**src/ebtoc_pkg.sv**
```systemverilog
// Constants, register map and types for the eight-bit overflow timer
package ebtoc_pkg;

	localparam int unsigned PSC_W = 13;
	localparam int unsigned REG_W = 8;
	localparam int unsigned DAT_W = 32;
	localparam int unsigned ADR_W = 18;
	localparam int unsigned SEL_W = 4;
	localparam int unsigned IDX_W = 16;
	localparam int unsigned IDX_LO = 2;

	localparam logic [IDX_W-1:0] IDX_CTRL0 = 16'hffa0;
	localparam logic [IDX_W-1:0] IDX_CSR   = 16'hffa1;
	localparam logic [IDX_W-1:0] IDX_CNT   = 16'hffa4;
	localparam logic [IDX_W-1:0] IDX_CTRL1 = 16'hfff5;

	localparam logic [REG_W-1:0] CTRL0_RST = 8'h00;
	localparam logic [REG_W-1:0] CTRL1_RST = 8'h00;
	localparam logic [REG_W-1:0] CNT_RST   = 8'h00;
	localparam logic [3:0]       OS_RST    = 4'h0;
	localparam logic [REG_W-1:0] CNT_MAX   = 8'hff;
	localparam logic [PSC_W-1:0] PSC_RST   = 13'h0000;

	localparam int unsigned CTRL0_OVERFLOW_IRQ_ENABLE_BIT = 5;
	localparam int unsigned CTRL0_CKS_HI   = 2;
	localparam int unsigned CTRL0_CKS_LO   = 0;
	localparam int unsigned CSR_OVF_BIT    = 5;
	localparam int unsigned CSR_OS_HI      = 3;
	localparam int unsigned CSR_OS_LO      = 0;
	localparam int unsigned CTRL1_TVEG_HI  = 4;
	localparam int unsigned CTRL1_TVEG_LO  = 3;
	localparam int unsigned CTRL1_TRIGGER_GATE_ENABLE_BIT = 2;
	localparam int unsigned CTRL1_ICKS_BIT = 0;

	localparam logic [2:0] CKS_STOP     = 3'h0;
	localparam logic [2:0] CKS_INT_A    = 3'h1;
	localparam logic [2:0] CKS_INT_B    = 3'h2;
	localparam logic [2:0] CKS_INT_C    = 3'h3;
	localparam logic [2:0] CKS_EXT_RISE = 3'h4;
	localparam logic [2:0] CKS_EXT_FALL = 3'h5;
	localparam logic [2:0] CKS_EXT_BOTH = 3'h6;

	localparam logic [PSC_W-1:0] MASK_DIV4   = 13'h0003;
	localparam logic [PSC_W-1:0] MASK_DIV8   = 13'h0007;
	localparam logic [PSC_W-1:0] MASK_DIV16  = 13'h000f;
	localparam logic [PSC_W-1:0] MASK_DIV32  = 13'h001f;
	localparam logic [PSC_W-1:0] MASK_DIV64  = 13'h003f;
	localparam logic [PSC_W-1:0] MASK_DIV128 = 13'h007f;

	localparam logic [1:0] EDGE_OFF  = 2'h0;
	localparam logic [1:0] EDGE_RISE = 2'h1;
	localparam logic [1:0] EDGE_FALL = 2'h2;
	localparam logic [1:0] EDGE_BOTH = 2'h3;

	typedef enum logic {
		EBTOC_WAIT,
		EBTOC_RUN
	} ebtoc_run_t;

endpackage

```
**src/ebtoc_timer.sv**
```systemverilog
// Eight-bit overflow timer with prescaler, trigger gate and Wishbone registers
//
// Local design decision: the Wishbone interface to the registers.
`timescale 1ns/1ps

// Behaviour
// - Thirteen-bit prescaler counts up by one on every system clock.
// - Eight-bit counter, readable and writable, advances on each selected count edge.
// - Count source is one of six prescaler taps or three external edge modes.
// - Select 0,1,1 counts on the falling edge of the divide-by-64 tap.
// - Extension bit joins the select bits; 1 with 0,1,1 picks divide-by-128.
// - Overflow interrupt enable bit 5 of control zero blocks or allows requests.
// - Status bit 5 reads 1 after an overflow, 0 otherwise.
// - Interrupt request rises on counter overflow when overflow interrupts are enabled.
// - Without clearing the counter wraps every 256 count edges.
// - Trigger edge field 00 makes the trigger pin ignored.
// - Trigger gate 1: trigger starts counting; compare clear would stop it.
// - Control zero holds clock select, clear selection and interrupt enables.
// - Status register holds the overflow flag and output selects; match flags read zero.
module ebtoc_timer (
	input  wire logic                        I_CLK_SYS,
	input  wire logic                        I_RST_N,
	input  wire logic                        I_WB_CYC,
	input  wire logic                        I_WB_STB,
	input  wire logic                        I_WB_WE,
	input  wire logic [ebtoc_pkg::ADR_W-1:0] I_WB_ADR,
	input  wire logic [ebtoc_pkg::SEL_W-1:0] I_WB_SEL,
	input  wire logic [ebtoc_pkg::DAT_W-1:0] I_WB_DAT,
	input  wire logic                        I_EXT_CLK,
	input  wire logic                        I_TRIGGER_PIN,
	output logic                             O_WB_ACK,
	output logic      [ebtoc_pkg::DAT_W-1:0] O_WB_DAT,
	output logic                             O_IRQ,
	output logic                             O_COMPARE_OUT
);
	import ebtoc_pkg::*;

	logic [PSC_W-1:0] psc_ff;
	logic [REG_W-1:0] ctrl0_ff;
	logic [REG_W-1:0] ctrl1_ff;
	logic [REG_W-1:0] cnt_ff;
	logic [3:0]       os_ff;
	logic             ovf_ff;
	logic             irq_ff;
	logic             ack_ff;
	logic [DAT_W-1:0] rdat_ff;
	logic             cmp_out_ff;
	ebtoc_run_t       run_ff;
	ebtoc_run_t       nxt_run;
	logic             ext_s1_ff;
	logic             ext_s2_ff;
	logic             ext_s3_ff;
	logic             trg_s1_ff;
	logic             trg_s2_ff;
	logic             trg_s3_ff;

	logic [IDX_W-1:0] bus_idx;
	logic             bus_req;
	logic             wr_hit;
	logic             wr_ctrl0;
	logic             wr_ctrl1;
	logic             wr_cnt;
	logic             wr_csr;
	logic [2:0]       cks;
	logic             icks;
	logic [1:0]       tveg;
	logic             trigger_gate_enable;
	logic             overflow_irq_enable;
	logic [PSC_W-1:0] tap_mask;
	logic             is_int;
	logic             tick_int;
	logic             tick_ext;
	logic             trig_evt;
	logic             gate_open;
	logic             count_en;
	logic             wrap;
	logic [REG_W-1:0] csr_view;
	logic [DAT_W-1:0] nxt_rdat;

	function automatic logic [IDX_W-1:0] idx_of(input logic [ADR_W-1:0] adr);
		idx_of = adr[IDX_LO +: IDX_W];
	endfunction

	// Tap bit k falls when the low k+1 prescaler bits are all ones
	function automatic logic [PSC_W-1:0] tap_of(input logic [2:0] sel, input logic ext);
		case (sel)
			CKS_INT_A: tap_of = ext ? MASK_DIV8 : MASK_DIV4;
			CKS_INT_B: tap_of = ext ? MASK_DIV32 : MASK_DIV16;
			CKS_INT_C: tap_of = ext ? MASK_DIV128 : MASK_DIV64;
			default:   tap_of = MASK_DIV4;
		endcase
	endfunction

	function automatic logic edge_hit(input logic [1:0] mode, input logic rise,
			input logic fall);
		case (mode)
			EDGE_RISE: edge_hit = rise;
			EDGE_FALL: edge_hit = fall;
			EDGE_BOTH: edge_hit = rise | fall;
			default:   edge_hit = 1'b0;
		endcase
	endfunction

	function automatic logic [1:0] ext_mode(input logic [2:0] sel);
		case (sel)
			CKS_EXT_RISE: ext_mode = EDGE_RISE;
			CKS_EXT_FALL: ext_mode = EDGE_FALL;
			CKS_EXT_BOTH: ext_mode = EDGE_BOTH;
			default:      ext_mode = EDGE_OFF;
		endcase
	endfunction

	// Field views
	assign cks  = ctrl0_ff[CTRL0_CKS_HI:CTRL0_CKS_LO];
	assign overflow_irq_enable = ctrl0_ff[CTRL0_OVERFLOW_IRQ_ENABLE_BIT];
	assign icks = ctrl1_ff[CTRL1_ICKS_BIT];
	assign tveg = ctrl1_ff[CTRL1_TVEG_HI:CTRL1_TVEG_LO];
	assign trigger_gate_enable = ctrl1_ff[CTRL1_TRIGGER_GATE_ENABLE_BIT];

	// Bus decode; writes land on the edge where ack is seen high
	assign bus_idx  = idx_of(I_WB_ADR);
	assign bus_req  = I_WB_CYC & I_WB_STB;
	assign wr_hit   = bus_req & I_WB_WE & ack_ff & I_WB_SEL[0];
	assign wr_ctrl0 = wr_hit & (bus_idx == IDX_CTRL0);
	assign wr_ctrl1 = wr_hit & (bus_idx == IDX_CTRL1);
	assign wr_cnt   = wr_hit & (bus_idx == IDX_CNT);
	assign wr_csr   = wr_hit & (bus_idx == IDX_CSR);

	// Count edge selection
	assign is_int   = (cks == CKS_INT_A) | (cks == CKS_INT_B) | (cks == CKS_INT_C);
	assign tap_mask = tap_of(cks, icks);
	assign tick_int = is_int & ((psc_ff & tap_mask) == tap_mask);
	assign tick_ext = edge_hit(ext_mode(cks), ext_s2_ff & ~ext_s3_ff,
			~ext_s2_ff & ext_s3_ff);
	assign trig_evt = edge_hit(tveg, trg_s2_ff & ~trg_s3_ff, ~trg_s2_ff & trg_s3_ff);
	assign gate_open = ~trigger_gate_enable | (run_ff == EBTOC_RUN);
	assign count_en  = (tick_int | tick_ext) & gate_open;
	assign wrap      = count_en & ~wr_cnt & (cnt_ff == CNT_MAX);

	always_ff @(posedge I_CLK_SYS or negedge I_RST_N) begin
		if (!I_RST_N) begin
			psc_ff <= PSC_RST;
		end else begin
			psc_ff <= psc_ff + 1'b1;
		end
	end

	// Pins cross into the system clock; stage one feeds only stage two
	always_ff @(posedge I_CLK_SYS or negedge I_RST_N) begin
		if (!I_RST_N) begin
			ext_s1_ff <= 1'b0;
			ext_s2_ff <= 1'b0;
			ext_s3_ff <= 1'b0;
			trg_s1_ff <= 1'b0;
			trg_s2_ff <= 1'b0;
			trg_s3_ff <= 1'b0;
		end else begin
			ext_s1_ff <= I_EXT_CLK;
			ext_s2_ff <= ext_s1_ff;
			ext_s3_ff <= ext_s2_ff;
			trg_s1_ff <= I_TRIGGER_PIN;
			trg_s2_ff <= trg_s1_ff;
			trg_s3_ff <= trg_s2_ff;
		end
	end

	always_ff @(posedge I_CLK_SYS or negedge I_RST_N) begin
		if (!I_RST_N) begin
			ctrl0_ff <= CTRL0_RST;
			ctrl1_ff <= CTRL1_RST;
		end else begin
			if (wr_ctrl0) begin
				ctrl0_ff <= I_WB_DAT[REG_W-1:0];
			end
			if (wr_ctrl1) begin
				ctrl1_ff <= I_WB_DAT[REG_W-1:0];
			end
		end
	end

	// Gate state: dropping the gate bit re-arms for the next trigger
	always_comb begin
		nxt_run = run_ff;
		case (run_ff)
			EBTOC_WAIT: begin
				if (trigger_gate_enable && trig_evt) begin
					nxt_run = EBTOC_RUN;
				end
			end
			EBTOC_RUN: begin
				if (!trigger_gate_enable) begin
					nxt_run = EBTOC_WAIT;
				end
			end
			default: nxt_run = EBTOC_WAIT;
		endcase
	end

	always_ff @(posedge I_CLK_SYS or negedge I_RST_N) begin
		if (!I_RST_N) begin
			run_ff <= EBTOC_WAIT;
		end else begin
			run_ff <= nxt_run;
		end
	end

	// Software write beats a coincident count edge
	always_ff @(posedge I_CLK_SYS or negedge I_RST_N) begin
		if (!I_RST_N) begin
			cnt_ff <= CNT_RST;
		end else if (wr_cnt) begin
			cnt_ff <= I_WB_DAT[REG_W-1:0];
		end else if (count_en) begin
			cnt_ff <= cnt_ff + 1'b1;
		end
	end

	// Writing 0 to the flag clears it; a wrap in the same cycle wins
	always_ff @(posedge I_CLK_SYS or negedge I_RST_N) begin
		if (!I_RST_N) begin
			ovf_ff <= 1'b0;
			os_ff  <= OS_RST;
		end else begin
			if (wrap) begin
				ovf_ff <= 1'b1;
			end else if (wr_csr && !I_WB_DAT[CSR_OVF_BIT]) begin
				ovf_ff <= 1'b0;
			end
			if (wr_csr) begin
				os_ff <= I_WB_DAT[CSR_OS_HI:CSR_OS_LO];
			end
		end
	end

	always_ff @(posedge I_CLK_SYS or negedge I_RST_N) begin
		if (!I_RST_N) begin
			irq_ff <= 1'b0;
		end else begin
			irq_ff <= ovf_ff & overflow_irq_enable;
		end
	end

	// No compare unit, so the output pin idles low whatever the selects say
	always_ff @(posedge I_CLK_SYS or negedge I_RST_N) begin
		if (!I_RST_N) begin
			cmp_out_ff <= 1'b0;
		end else begin
			cmp_out_ff <= 1'b0;
		end
	end

	// Match flags read zero, reserved bit reads zero
	always_comb begin
		csr_view = '0;
		csr_view[CSR_OVF_BIT] = ovf_ff;
		csr_view[CSR_OS_HI:CSR_OS_LO] = os_ff;
	end

	always_comb begin
		nxt_rdat = '0;
		case (bus_idx)
			IDX_CTRL0: nxt_rdat = {{(DAT_W-REG_W){1'b0}}, ctrl0_ff};
			IDX_CTRL1: nxt_rdat = {{(DAT_W-REG_W){1'b0}}, ctrl1_ff};
			IDX_CNT:   nxt_rdat = {{(DAT_W-REG_W){1'b0}}, cnt_ff};
			IDX_CSR:   nxt_rdat = {{(DAT_W-REG_W){1'b0}}, csr_view};
			default:   nxt_rdat = '0;
		endcase
	end

	// One wait state; unmapped addresses still ack, reading zero
	always_ff @(posedge I_CLK_SYS or negedge I_RST_N) begin
		if (!I_RST_N) begin
			ack_ff  <= 1'b0;
			rdat_ff <= 32'h0000_0000;
		end else begin
			ack_ff <= bus_req & ~ack_ff;
			if (bus_req && !ack_ff && !I_WB_WE) begin
				rdat_ff <= nxt_rdat;
			end
		end
	end

	assign O_WB_ACK      = ack_ff;
	assign O_WB_DAT      = rdat_ff;
	assign O_IRQ         = irq_ff;
	assign O_COMPARE_OUT = cmp_out_ff;
endmodule

```
**config.mk**
```make
export PLATFORM = sky130hd
export DESIGN_NAME = ebtoc_timer
export DESIGN_NICKNAME = d
export VERILOG_FILES = /design/src/ebtoc_pkg.sv /design/src/ebtoc_timer.sv
export SDC_FILE = /design/constraint.sdc
export NUM_CORES = 1
export LEC_CHECK = 0
export ABC_AREA = 1
export BUFFER_PORTS_ARGS = -buffer_cell sky130_fd_sc_hd__buf_2
export CORE_MARGIN = 2
export CORE_UTILIZATION = 35
export DETAILED_ROUTE_END_ITERATION = 6
export GPL_ROUTABILITY_DRIVEN = 0
export HOLD_SLACK_MARGIN = 0.15
export PLACE_DENSITY = 0.72
export SETUP_SLACK_MARGIN = 0.15
export SYNTH_ARGS = -nofsm -noshare
export SYNTH_HDL_FRONTEND = slang
export SYNTH_SLANG_ARGS = --single-unit
```
**constraint.sdc**
```tcl
create_clock -name I_CLK_SYS -period 1.6 [get_ports I_CLK_SYS]
set_clock_uncertainty 0.15 [all_clocks]
set_input_delay 0 -clock I_CLK_SYS [delete_from_list [all_inputs] [get_ports I_CLK_SYS]]
set_output_delay 0 -clock I_CLK_SYS [all_outputs]
set_load 0.05 [all_outputs]
```
* Word-level counts from Yosys, hierarchy flattened
Cells that the tools add are included.
Word-level totals: input port bits 61, register bits 83, word-level logic and storage cells 93, output and inout bits 35
Cells by class: add/sub/neg operators 2, equality and inequality tests 18, bitwise operators 33, reductions and logical operators 9, mux-type cells 15
Operator list (number):
- 16-bit equality test, second input constant | 4
- 8-bit case mux with 4 select lines | 1
- 7-bit case mux with 3 select lines | 1
- 1-bit AND | 18
- 8-bit 2-to-1 mux | 2
- 13-bit by 1-bit adder with 13-bit output, second input constant | 1
- 13-bit AND | 1
- 13-bit equality test | 1
- 3-bit equality test, second input constant | 3
- 8-bit by 1-bit adder with 8-bit output, second input constant | 1
- 2-bit equality test, second input constant | 4
- 8-bit equality test, second input constant | 1
- 1-bit NOT | 8
- 7-bit 2-to-1 mux | 1
- 3-bit by 2-bit equality test with 1-bit output, second input constant | 2
- 1-bit OR | 6
- 1-bit case mux with 3 select lines | 2
- 2-bit case mux with 3 select lines | 1
- 5-bit 2-to-1 mux | 1
- 2-bit by 1-bit equality test with 1-bit output, second input constant | 2
- 1-bit logical AND | 4
- 1-bit 2-to-1 mux | 4
- 2-bit nonzero test | 2
- 3-bit by 1-bit equality test with 1-bit output, second input constant | 1
- 3 further kinds | 5

* Depth between registers and ports, before layout
depth after elaboration 10, gate-level depth with buffers 11, gate-level depth less buffers 11

* Worst setup path after synthesis
No wires, ideal clock.
kind register to register, from register ack_ff, in the netlist O_WB_ACK, to register cnt_ff[1], required time 1333 ps, stages on the path, launching flop included 9, clock period less this slack 1835 ps, arrival 1568 ps, library setup time 117 ps, slack -235 ps, path buffers 1, path through dfrtp_1 > nand3_1 > nor2_4 > nand3_4 > buf_6 > nand2_1 > o21ai_1 > nand2_1 > nand2_1
On the way: word-level cells in the longest chain between the ends 4, elaborated cells on any way between the ends 5, classes of those cells mux: 1; bitwise: 3; reduce/logical: 1
RTL lines:
- start: declaration | RTL line ebtoc_timer.sv:45 | logic ack_ff;
- start signal: assignment | RTL line ebtoc_timer.sv:276 | ack_ff <= bus_req & ~ack_ff;
- 1-bit AND (*) (2 in a row) | RTL line ebtoc_timer.sv:123 | assign wr_hit = bus_req & I_WB_WE & ack_ff & I_WB_SEL[0];
- 1-bit AND (*) | RTL line ebtoc_timer.sv:126 | assign wr_cnt = wr_hit & (bus_idx == IDX_CNT);
- 8-bit 2-to-1 mux / 2-bit nonzero test (equally long branches)
- end signal: assignment | RTL line ebtoc_timer.sv:212 | cnt_ff <= I_WB_DAT[REG_W-1:0];
- end signal: assignment | RTL line ebtoc_timer.sv:214 | cnt_ff <= cnt_ff + 1'b1;
- end: declaration | RTL line ebtoc_timer.sv:41 | logic [REG_W-1:0] cnt_ff;
Every way passes the cells marked *; elsewhere a longest branch is shown, timed or not. A chain may end at the register's enable or synchronous reset.

* Final worst setup path
from register ext_s3_ff, to register cnt_ff[3]
On the way: word-level cells in the longest chain between the ends 7, elaborated cells on any way between the ends 8, classes of those cells mux: 1; bitwise: 6; reduce/logical: 1
RTL lines:
- start: declaration | RTL line ebtoc_timer.sv:52 | logic ext_s3_ff;
- start signal: assignment | RTL line ebtoc_timer.sv:160 | ext_s3_ff <= ext_s2_ff;
- 1-bit NOT | RTL line ebtoc_timer.sv:133 | assign tick_ext = edge_hit(ext_mode(cks), ext_s2_ff & ~ext_s3_ff,
- 1-bit AND | RTL line ebtoc_timer.sv:133
- 1-bit OR | RTL line ebtoc_timer.sv:99 | EDGE_BOTH: edge_hit = rise | fall;
- 1-bit case mux with 3 select lines (*) | RTL line ebtoc_timer.sv:96 | case (mode)
- 1-bit OR (*) | RTL line ebtoc_timer.sv:137 | assign count_en = (tick_int | tick_ext) & gate_open;
- 1-bit AND (*) | RTL line ebtoc_timer.sv:137
- 2-bit nonzero test (no source line) (*)
Marked as above.

==> results.py <==
metrics = {
    "global_route": {
        "grt_pass1_wl_mm": 11.7,
        "antenna_found_initial": 0,
        "overflow": 0,
        "first_global_vias": 2396,
        "grt.total_usage_pct": 15.0,
        "grt_max_degree": 54,
    },
    "die": {
        "die_area_um2": 9400,
        "die_w_um": 97.0,
        "die_y_um": 97.0,
        "num_rows": 33,
        "boundaryPins": 96,
        "core-area_um2": 8300,
        "initial_utilization_pct": 36.4,
    },
    "drt": {
        "drc": 0,
        "dr.pass1.iters": 6,
        "final_antenna_net_count": 0,
        "drtIter0Drc": 203,
        "vias": 2757,
        "wl_mm": 7.48,
        "wire_per_inst_um": 13.3,
        "routed_via_density": 4.89,
    },
    "timing": {
        "fin_crit_sh_pct": 103,
        "fmaxAchievable_ghz": 0.604,
        "finalSetupTns_ns": -0.318,
        "setup_viol": 9,
        "finalHoldViolCount": 0,
        "worst_slack_ns": -0.0548,
        "rsz0062_at_grt": "true",
        "min_period_ns": 1.65,
        "slew_viol_final": 0,
    },
    "clocking": {
        "cts.path.max_buffers": 2,
        "clkTransAtPathRegs_ns": 0.09,
        "htreeDepth": 2,
        "cts.sinks": 53,
        "clk_latency_ns": 0.31,
        "cts_tree": "yes",
        "cts_root_buf": "clkbuf_8",
        "cts_buffers": 5,
    },
    "synth": {
        "ys_seq_area_share_pct": 43.9,
        "yosys_warnings": 0,
        "ys_ff_latch": 53,
        "synth_area_um2": 3020,
        "postSynthCellCount": 367,
        "synth.distinct_cells": 32,
        "syn_avg_cell_area_um2": 8.24,
    },
    "power_and_ir_drop": {
        "intPower_uw": 1940,
        "power.density_nw_per_um2": 665,
        "p_leak_uw": 0.00204,
        "switching_share_pct": 25.8,
        "power.share.clock_pct": 36.3,
        "peakVddDrop_mv": 0.363,
        "pwr-share-comb_pct": 12.0,
        "power.share.sequential_pct": 51.8,
        "power.switching_uw": 674,
    },
    "placed_design": {
        "dp_slack_ns": -0.174,
        "numPlacedInstances": 521,
        "port_buffers": 41,
        "hpwl_mm": 4.89,
    },
    "status": {
        "violations": "negative setup slack",
        "outcome": "finished with violations",
    },
    "critical_path": {
        "crit_type": "reg2reg",
        "critPathLaunchType": "flip-flop",
        "r2r.worst_path.cells": 9,
        "r2r-end": "cnt_ff[3]$_DFFE_PN0P_",
        "rrSetupSlack_ns": -0.05,
        "path_max_fanout": 4,
        "end_kind": "flip-flop",
        "cp_data_required_time_ns": 1.66,
        "r2r_start": "ext_s3_ff$_DFF_PN0_",
        "arrival_ns": 1.71,
    },
    "worst_hold_path": {
        "min-delay-start": "I_WB_ADR[5]",
        "hp-class": "in2reg",
        "hold_path_depth": 7,
        "worst_hold_path.endpoint": "ovf_ff$_DFFE_PN0P_",
    },
    "finish": {
        "layout_commonest_cell": "nand2_1",
        "final_cells": 564,
        "final_cell_mix": "nand2_1 (100), dfrtp_1 (52), nand3_1 (42)",
        "fillers": 792,
        "final_nets": 525,
        "syn2layout_area_growth_pct": 29.9,
        "drive_above_1_share_pct": 28.3,
        "antennaDiodeCount": 0,
    },
    "run": {
        "maxCapViolations": 0,
    },
}
-- area by class of cell --
type	instances	area (µm²)	area share, %
tap	105	131	3.34
multi-input combinational	274	1580	40.3
clock buffer	7	86.3	2.20
clock inverter	1	30.0	0.764
sequential	53	1330	33.8
timing repair buffer	88	636	16.2
inverter	36	135	3.44
-- power by group through the flow --
stage                     logic, µW  registers (µW)  clock network [µW]
after CTS                       311            1350                 966
after detailed placement        274            1380                   0
after floorplan                 222            1380                   0
after global placement          270            1380                   0
after global routing            337            1350                1010
final                           313            1350                 947
-- repair_timing --
item | 4_1_cts | 5_1_grt
pin swaps | 6 | 16
hold buffers | 20 | 3
resized for setup | 6 | 31
hold endpoints to repair | 93 | 6
buffers inserted | 0 | 13
cloned | 2 | 2
endpoints found under the setup margin | 18 | 37
-- kinds of logic after synthesis --
| logic type | synth area share (%) |
|---|---|
| DFF | 43.9 |
| and+or+nand+nor | 31.8 |
| other | 0.124 |
| buffers and inverters | 12.5 |
| xor gates and xnor gates | 2.61 |
| adders and majority gates | 2.48 |
| AOI/OAI and AO/OA | 6.62 |
-- worst max-delay path by stage --
| stage | start | to |
|---|---|---|
| after detailed placement | ext_s2_ff$_DFF_PN0_ | cnt_ff[4]$_DFFE_PN0P_ |
| after CTS | ext_s2_ff$_DFF_PN0_ | cnt_ff[4]$_DFFE_PN0P_ |
| after floorplan | O_WB_ACK$_DFF_PN0_ | cnt_ff[1]$_DFFE_PN0P_ |
| after global placement | ext_s2_ff$_DFF_PN0_ | cnt_ff[7]$_DFFE_PN0P_ |
| after global routing | ext_s3_ff$_DFF_PN0_ | ovf_ff$_DFFE_PN0P_ |
| final | ext_s3_ff$_DFF_PN0_ | cnt_ff[3]$_DFFE_PN0P_ |
-- stage by stage --
step                util [%]  power [µW]  area (µm²)  hold slack, ns
global route            47.3        2700        3930          0.0867
floorplan                  -        1610        3130          -0.446
detailed placement      40.4        1650        3350          -0.131
global placement        40.4        1650        3350          -0.137
finish                  47.3        2610        3930          0.0327
CTS                     44.7        2630        3710           0.153
-- state kept, by name, indices dropped and copies added, names as in the netlist --
register   cells
O_IRQ          1
O_WB_ACK       1
O_WB_DAT       8
cnt_ff         8
ctrl0_ff       8
ctrl1_ff       8
ext_s1_ff      1
ext_s2_ff      1
ext_s3_ff      1
os_ff          4
ovf_ff         1
psc_ff         7
run_ff         1
trg_s1_ff      1
trg_s2_ff      1
trg_s3_ff      1
-- metal layers --
metal / share of wire (%) / vias to the layer above / track usage (%)
met1: 42 / 1281 / 21.6
met4: 1.8 / 0 / 4.55
met3: 8.3 / 13 / 2.46
li1: - / 1324 / -
met2: 48 / 139 / 23.2
met5: 0 / - / 0
-- cells in the mapped netlist (all sizes together) --
| library cell | instances | area share [%] |
|---|---|---|
| nand2 | 115 | 15 |
| xor2 | 6 | 1.7 |
| and2 | 2 | 0.50 |
| nand3b | 1 | 0.25 |
| nand3 | 48 | 8.8 |
| o221ai | 1 | 0.29 |
| ha | 6 | 2.5 |
| a21boi | 1 | 0.25 |
| buf | 32 | 8.1 |
| o21ai | 30 | 6.1 |
| nand4 | 11 | 2.5 |
| inv | 36 | 4.5 |
| nor3 | 3 | 0.66 |
| xnor2 | 3 | 0.87 |
| nor2 | 17 | 4.0 |
| and3 | 1 | 0.21 |
| dfrtp | 53 | 44 |
| conb | 1 | 0.12 |
-- worst max-delay path, cell delays in order, from the launching register on --
cell     delay, ns
dfrtp_1       0.39
ha_1          0.29
nand2_1       0.08
nand2_2       0.06
o21ai_2       0.06
nand3_2       0.10
o21ai_4       0.10
nand2_2       0.11
nand3_1       0.13
nand2_2       0.07
No activity file was read; power rests on OpenSTA's default activity.
